--- src/core/asrwb_pkg.sv ---
// Behaviour
// - Write strobe stays high during reads.
// - Reads valid by 45 ns; spacing 45 ns.
// - Write needs all strobes; starts at last.
// - Write ends at first inactive strobe.
// - Address, select, strobe held 35 ns.
// - Byte select low 35 ns before end.
// - Data setup 25 ns, hold 0 ns.
// - Address edges free; write cycle 45 ns.
// - Never drive data while memory drives.
// - No byte select toggles while deselected.
package asrwb_pkg;

  // ==========================================================
  // Geometry
  // ==========================================================
  localparam int ADDR_W = 17; // 128K words
  localparam int DATA_W = 16; // Two byte lanes
  localparam int BE_W = 2; // One enable per lane
  localparam int SYNC_STAGES = 2; // Pin synchroniser depth

  // ==========================================================
  // Timing in nanoseconds
  // ==========================================================
  localparam int CLK_PERIOD_NS = 100; // 10 MHz
  localparam int T_RC_NS = 45; // Read cycle minimum
  localparam int T_AA_NS = 45; // Address to data valid
  localparam int T_ACE_NS = 45; // Select to data valid
  localparam int T_DOE_NS = 22; // Output drive to data valid
  localparam int T_DBE_NS = 22; // Byte select to data valid
  localparam int T_WC_NS = 45; // Write cycle minimum
  localparam int T_SCE_NS = 35; // Select to write end
  localparam int T_AW_NS = 35; // Address setup to write end
  localparam int T_PWE_NS = 35; // Strobe pulse width
  localparam int T_BW_NS = 35; // Byte select to write end
  localparam int T_SD_NS = 25; // Data setup to write end
  localparam int T_HZ_NS = 18; // Memory release of the bus

  // Minimum time to whole cycles, rounded up, never below one
  function automatic int ns2cyc(input int ns);
    int c;
    c = (ns + CLK_PERIOD_NS - 1) / CLK_PERIOD_NS;
    return (c < 1) ? 1 : c;
  endfunction

  function automatic int max2(input int a, input int b);
    return (a > b) ? a : b;
  endfunction

  // ==========================================================
  // Derived cycle counts
  // ==========================================================
  // Longest valid-data delay, then the synchroniser latency
  localparam int RD_ACC_CYC = max2(max2(ns2cyc(T_AA_NS),
    ns2cyc(T_ACE_NS)), max2(max2(ns2cyc(T_DOE_NS),
    ns2cyc(T_DBE_NS)), ns2cyc(T_RC_NS)));
  localparam int RD_CYC = RD_ACC_CYC + SYNC_STAGES;
  localparam int WR_CYC = max2(max2(max2(ns2cyc(T_WC_NS),
    ns2cyc(T_SCE_NS)), max2(ns2cyc(T_AW_NS), ns2cyc(T_PWE_NS))),
    max2(ns2cyc(T_BW_NS), ns2cyc(T_SD_NS)));
  localparam int GAP_CYC = ns2cyc(T_HZ_NS); // Bus turnaround
  localparam int TMR_W = 4; // Timer width

  // ==========================================================
  // Types
  // ==========================================================
  typedef enum logic [3:0] {
    ST_IDLE = 4'h1,
    ST_READ = 4'h2,
    ST_WRITE = 4'h4,
    ST_GAP = 4'h8
  } asrwb_state_t;

  // Pins toward the memory, strobes active low
  typedef struct packed {
    logic [ADDR_W-1:0] addr;
    logic chip_sel_n;
    logic write_strobe_n;
    logic out_drive_n;
    logic upper_byte_sel_n;
    logic lower_byte_sel_n;
  } asrwb_pins_t;

  // User request: byte enables active high
  typedef struct packed {
    logic write;
    logic [ADDR_W-1:0] addr;
    logic [DATA_W-1:0] wdata;
    logic [BE_W-1:0] be;
  } asrwb_req_t;

  localparam asrwb_pins_t PINS_IDLE = '{
    addr: 17'h00000, chip_sel_n: 1'b1, write_strobe_n: 1'b1,
    out_drive_n: 1'b1, upper_byte_sel_n: 1'b1,
    lower_byte_sel_n: 1'b1};

endpackage

--- src/core/asrwb_timer.sv ---
`timescale 1ns/1ps
module asrwb_timer #(
  parameter int W = 4
) (
  input wire logic clk_in,
  input wire logic resetn_in,
  input wire logic load_in,
  input wire logic [W-1:0] count_in,
  output logic done_out
);
  import asrwb_pkg::*;

  // ==========================================================
  // Down counter: done while the count is zero
  // ==========================================================
  logic [W-1:0] cnt_r; // Remaining cycles
  logic [W-1:0] cnt_nxt;

  // Next count: load wins, else count down to zero
  always_comb begin
    cnt_nxt = cnt_r;
    if (load_in) begin
      cnt_nxt = count_in;
    end else if (cnt_r != '0) begin
      cnt_nxt = cnt_r - 1'b1;
    end
  end

  // Register only
  always_ff @(posedge clk_in or negedge resetn_in) begin
    if (!resetn_in) begin
      cnt_r <= '0;
    end else begin
      cnt_r <= cnt_nxt;
    end
  end

  assign done_out = (cnt_r == '0);

endmodule

--- src/core/asrwb_ctrl.sv ---
`timescale 1ns/1ps
module asrwb_ctrl (
  input wire logic clk_in,
  input wire logic resetn_in,
  input wire logic req_valid_in,
  input wire asrwb_pkg::asrwb_req_t req_in,
  output logic ready_out,
  output logic rvalid_out,
  output logic [asrwb_pkg::DATA_W-1:0] rdata_out,
  output asrwb_pkg::asrwb_pins_t pins_out,
  input wire logic [asrwb_pkg::DATA_W-1:0] sram_data_in,
  output logic [asrwb_pkg::DATA_W-1:0] sram_data_out,
  output logic sram_data_oe_out
);
  import asrwb_pkg::*;

  // ==========================================================
  // Cycle counts handed to the timer
  // ==========================================================
  localparam logic [TMR_W-1:0] RD_LOAD = TMR_W'(RD_CYC - 1);
  localparam logic [TMR_W-1:0] WR_LOAD = TMR_W'(WR_CYC - 1);
  localparam logic [TMR_W-1:0] GAP_LOAD = TMR_W'(GAP_CYC - 1);

  // ==========================================================
  // State
  // ==========================================================
  asrwb_state_t state_r; // Sequencer state
  asrwb_state_t state_nxt;
  asrwb_pins_t pins_r; // Registered memory pins
  asrwb_pins_t pins_nxt;
  logic [DATA_W-1:0] wdata_r; // Write data on the bus
  logic [DATA_W-1:0] wdata_nxt;
  logic data_oe_r; // We drive the data bus
  logic data_oe_nxt;
  logic [DATA_W-1:0] rdata_r; // Captured read word
  logic [DATA_W-1:0] rdata_nxt;
  logic rvalid_r; // One-cycle read answer
  logic rvalid_nxt;
  logic [DATA_W-1:0] sync1_r; // First stage, read only by sync2
  logic [DATA_W-1:0] sync2_r; // Safe copy of the data pins
  logic tmr_load; // Start a timed phase
  logic [TMR_W-1:0] tmr_count;
  logic tmr_done; // Phase time has elapsed

  // ==========================================================
  // Phase timer
  // ==========================================================
  asrwb_timer #(
    .W(TMR_W)
  ) u_timer (
    .clk_in(clk_in),
    .resetn_in(resetn_in),
    .load_in(tmr_load),
    .count_in(tmr_count),
    .done_out(tmr_done)
  );

  // ==========================================================
  // Data pin synchroniser
  // ==========================================================
  // Pins are asynchronous to us, so two flops before any use
  always_ff @(posedge clk_in or negedge resetn_in) begin
    if (!resetn_in) begin
      sync1_r <= 16'h0000;
      sync2_r <= 16'h0000;
    end else begin
      sync1_r <= sram_data_in;
      sync2_r <= sync1_r;
    end
  end

  // ==========================================================
  // Sequencer next state
  // ==========================================================
  always_comb begin
    state_nxt = state_r;
    pins_nxt = pins_r;
    wdata_nxt = wdata_r;
    data_oe_nxt = data_oe_r;
    rdata_nxt = rdata_r;
    rvalid_nxt = 1'b0;
    tmr_load = 1'b0;
    tmr_count = GAP_LOAD;
    case (state_r)
      // Accept a request and raise select, enabled byte selects and write strobe or output drive on one edge
      ST_IDLE: begin
        if (req_valid_in) begin
          tmr_load = 1'b1;
          pins_nxt.addr = req_in.addr;
          pins_nxt.chip_sel_n = 1'b0;
          pins_nxt.upper_byte_sel_n = ~req_in.be[1];
          pins_nxt.lower_byte_sel_n = ~req_in.be[0];
          if (req_in.write) begin
            pins_nxt.write_strobe_n = 1'b0;
            // output drive off while we drive
            pins_nxt.out_drive_n = 1'b1;
            data_oe_nxt = 1'b1;
            wdata_nxt = req_in.wdata;
            tmr_count = WR_LOAD;
            state_nxt = ST_WRITE;
          end else begin
            pins_nxt.write_strobe_n = 1'b1;
            pins_nxt.out_drive_n = 1'b0;
            tmr_count = RD_LOAD;
            state_nxt = ST_READ;
          end
        end
      end
      // Hold the read until synchronised data is valid
      ST_READ: begin
        if (tmr_done) begin
          rdata_nxt = sync2_r;
          rvalid_nxt = 1'b1;
          pins_nxt.chip_sel_n = 1'b1;
          pins_nxt.out_drive_n = 1'b1;
          pins_nxt.upper_byte_sel_n = 1'b1;
          pins_nxt.lower_byte_sel_n = 1'b1;
          tmr_load = 1'b1;
          state_nxt = ST_GAP;
        end
      end
      // End the write on one edge; address kept for hold
      ST_WRITE: begin
        if (tmr_done) begin
          pins_nxt.chip_sel_n = 1'b1;
          pins_nxt.write_strobe_n = 1'b1;
          pins_nxt.upper_byte_sel_n = 1'b1;
          pins_nxt.lower_byte_sel_n = 1'b1;
          data_oe_nxt = 1'b0;
          tmr_load = 1'b1;
          state_nxt = ST_GAP;
        end
      end
      // Idle gap lets the memory release the bus first
      ST_GAP: begin
        if (tmr_done) begin
          state_nxt = ST_IDLE;
        end
      end
      default: begin
        state_nxt = ST_IDLE;
      end
    endcase
  end

  // Register only
  always_ff @(posedge clk_in or negedge resetn_in) begin
    if (!resetn_in) begin
      state_r <= ST_IDLE;
      pins_r <= PINS_IDLE;
      wdata_r <= 16'h0000;
      data_oe_r <= 1'b0;
      rdata_r <= 16'h0000;
      rvalid_r <= 1'b0;
    end else begin
      state_r <= state_nxt;
      pins_r <= pins_nxt;
      wdata_r <= wdata_nxt;
      data_oe_r <= data_oe_nxt;
      rdata_r <= rdata_nxt;
      rvalid_r <= rvalid_nxt;
    end
  end

  // ==========================================================
  // Outputs
  // ==========================================================
  assign ready_out = (state_r == ST_IDLE);
  assign rvalid_out = rvalid_r;
  assign rdata_out = rdata_r;
  assign pins_out = pins_r;
  assign sram_data_out = wdata_r;
  assign sram_data_oe_out = data_oe_r;
endmodule

--- config.mk ---
export PLATFORM = sky130hd
export DESIGN_NAME = asrwb_ctrl
export DESIGN_NICKNAME = d
export VERILOG_FILES = /design/src/core/asrwb_pkg.sv /design/src/core/asrwb_timer.sv /design/src/core/asrwb_ctrl.sv
export SDC_FILE = /design/constraint.sdc
export NUM_CORES = 1
export LEC_CHECK = 0
export ABC_AREA = 1
export BUFFER_PORTS_ARGS = -buffer_cell sky130_fd_sc_hd__buf_2
export CAP_MARGIN = 5
export CORE_MARGIN = 2
export CORE_UTILIZATION = 50
export DETAILED_ROUTE_END_ITERATION = 6
export GPL_TIMING_DRIVEN = 0
export PLACE_DENSITY_LB_ADDON = 0.3
export SETUP_SLACK_MARGIN = 0.1
export SYNTH_ARGS = -nofsm -noshare
export SYNTH_HDL_FRONTEND = slang
export SYNTH_HIERARCHICAL = 1
export SYNTH_SLANG_ARGS = --single-unit
--- constraint.sdc ---
create_clock -name clk_in -period 2.1 [get_ports clk_in]
set_clock_uncertainty 0.05 [all_clocks]
set_input_delay 0.21 -clock clk_in [delete_from_list [all_inputs] [get_ports clk_in]]
set_output_delay 0.21 -clock clk_in [all_outputs]
set_load 0.1 [all_outputs]
==> impl_metrics.json <==
{
  "outcome": "finished clean",
  "grt_first_pass_wirelength_um": 12000,
  "arrival_ps": 1590,
  "cts_max_level": 3,
  "synth_warnings": 6,
  "initial_utilization_pct": 52.1,
  "top_level_ports": 112,
  "drc_errors": 0,
  "final_cell_mix": "139 x nand2_1, 111 x buf_2, 90 x dfrtp_1, 34 x dlygate4sd3_1, 33 x inv_1",
  "hold_depth": 3,
  "vias": 2697,
  "rr_worst_depth": 11,
  "ys_seq_elements": 96,
  "synth_cell_type_count": 25,
  "crit_type": "reg -> out",
  "post-route-period-util_pct": 88.1,
  "fin_cells": 601,
  "rsz0062_at_grt": "false",
  "dieWidth_um": 88.6,
  "dp_hpwl_um": 4830,
  "worstReg2RegEnd": "u_timer/cnt_r[3]",
  "cts_tree": "done",
  "globalplace.congestion": 0.742,
  "clk_latency_ps": 360,
  "layout_commonest_cell": "nand2_1",
  "drv_slew": 0,
  "netlist_area_um2": 3580,
  "crit_start": "state_r[0]",
  "worstPathMaxFanout": 4,
  "finalSetupViolations": 0,
  "hold_viol_final": 0,
  "coreArea_um2": 6870,
  "global_route.overflow_total": 0,
  "setup.worst_path.start_class": "flop",
  "place_inst": 551,
  "finalCriticalPeriod_ps": 1850,
  "cp-end-kind": "primary output",
  "cts_root_buf": "clkbuf_8",
  "clock_sinks": 96,
  "via_per_inst": 4.49,
  "grt_usage_pct": 20.1,
  "totalWireLength_um": 7370,
  "nNetsFinal": 556,
  "hold_path_startpoint": "req_in[14]",
  "r2r_slack_ps": 290,
  "ant_nets": 0,
  "holdPathEnd": "sram_data_out[12]",
  "r2r-start": "u_timer/cnt_r[0]",
  "die_h_um": 88.6,
  "worst_pin_slew_ps": 588,
  "num_antenna_cells": 0,
  "maxCapViolations": 0,
  "syn-instance-count": 341,
  "dr.pass1.iters": 4,
  "grt_max_degree": 53,
  "first_global_vias": 2700,
  "portBuffers": 111,
  "dieArea_um2": 7840,
  "drive_gt1_share_pct": 35.2,
  "hold_class": "in -> reg",
  "fillers": 522,
  "area_growth_pct": 35.0,
  "final_core_util_pct": 70.3,
  "antenna_found_initial": 0,
  "drt-initial-drc-count": 85,
  "postCtsSetupBuffers": 0,
  "clk_pin_slew_ps": 100,
  "cts_buffers": 9,
  "max_freq_mhz": 541,
  "yosysSeqAreaShare_pct": 67.4,
  "wire_per_inst_um": 12.3,
  "cts_max_path_buffers": 2,
  "cp_data_required_time_ps": 1840,
  "postSynthAreaPerCell_um2": 10.5,
  "slew_headroom_pct": 60.8,
  "rows": 30
}
## stage by stage
stage / setup TNS [ps] / hold slack (ps) / area [um2] / worst slack (ps)
after detailed placement: 0 / 203 / 4290 / 259
after global routing: 0 / 11.0 / 4830 / 123
after CTS: 0 / 15.0 / 4820 / 131
after global placement: -10100 / 267 / 4260 / -115
after floorplan: 0 / -136 / 3580 / 337
final: 0 / 24.4 / 4830 / 250
## state kept, by name, summed over array words and instances, names as in the netlist
name / flops
sram_data_out: 16
sync2_r: 16
sync1_r: 16
rdata_out: 16
u_timer/cnt_r: 4
pins_out: 22
sram_data_oe_out: 1
state_r: 4
rvalid_out: 1
## cell usage after synthesis, drive strengths merged
cell type,n,area (um2)
o21ai,22,170
o21bai,1,7.51
nor3,1,5.00
nor2,11,58.8
nand2,148,581
nand4,1,6.26
xnor2,1,8.76
dfrtp,90,2250
nand3,13,87.6
buf,8,77.6
inv,36,140
ha,1,12.5
dfstp,6,158
conb,1,3.75
a21boi,1,7.51
## cell families (layout without fill, tap and decap cells)
kind of cell,after synthesis,after routing,synth area share (%)
AO/OA/AOI/OAI,24,24,5.18
flip-flops,96,96,67.4
XOR/XNOR,1,1,0.245
other,1,3,0.105
adder cells (fa/ha/maj),1,1,0.350
AND/OR/NAND/NOR,174,174,20.6
buffers and inverters,44,206,6.09
## worst max-delay path, cell delays in order (launching register included)
cell and delay [ps]:
dfstp_2 560, inv_1 50, nor2_2 100, nand2_2 90, inv_4 100, clkbuf_4 340
## what timing repair did
action,in CTS,in global routing
hold buffers,34,0
endpoints found under the setup margin,0,12
gates resized for setup,0,3
hold endpoints to repair,71,0
## final cells by class
class	instances	area (um2)	area share [%]
plain buffers	8	77.6	1.61
clock buffers	9	124	2.57
clock inverters	7	62.6	1.30
inverters	36	140	2.90
multi-input cells	203	966	20.0
flip-flops and latches	96	2410	49.9
well taps	96	120	2.49
repair buffers	146	928	19.2
## routing by layer
metal  vias up  track usage (%)  wire, um
met4         0             4.96       113
met5         -                0         0
met3        14             8.77       547
li1       1350                -         -
met1      1251             23.5      3100
met2        82             34.3      3600
## worst max path at each step
stage                              endpoint  cells past startpoint
final                             ready_out                      5
after floorplan            u_timer/cnt_r[3]                     11
after CTS                         ready_out                      5
after global routing       u_timer/cnt_r[3]                     11
after detailed placement   u_timer/cnt_r[3]                     11
after global placement    sram_data_out[13]                      1
Power is left out: the tool's default activity adds up to more than one toggle a clock period on the data nets, which glitch-free logic cannot reach.
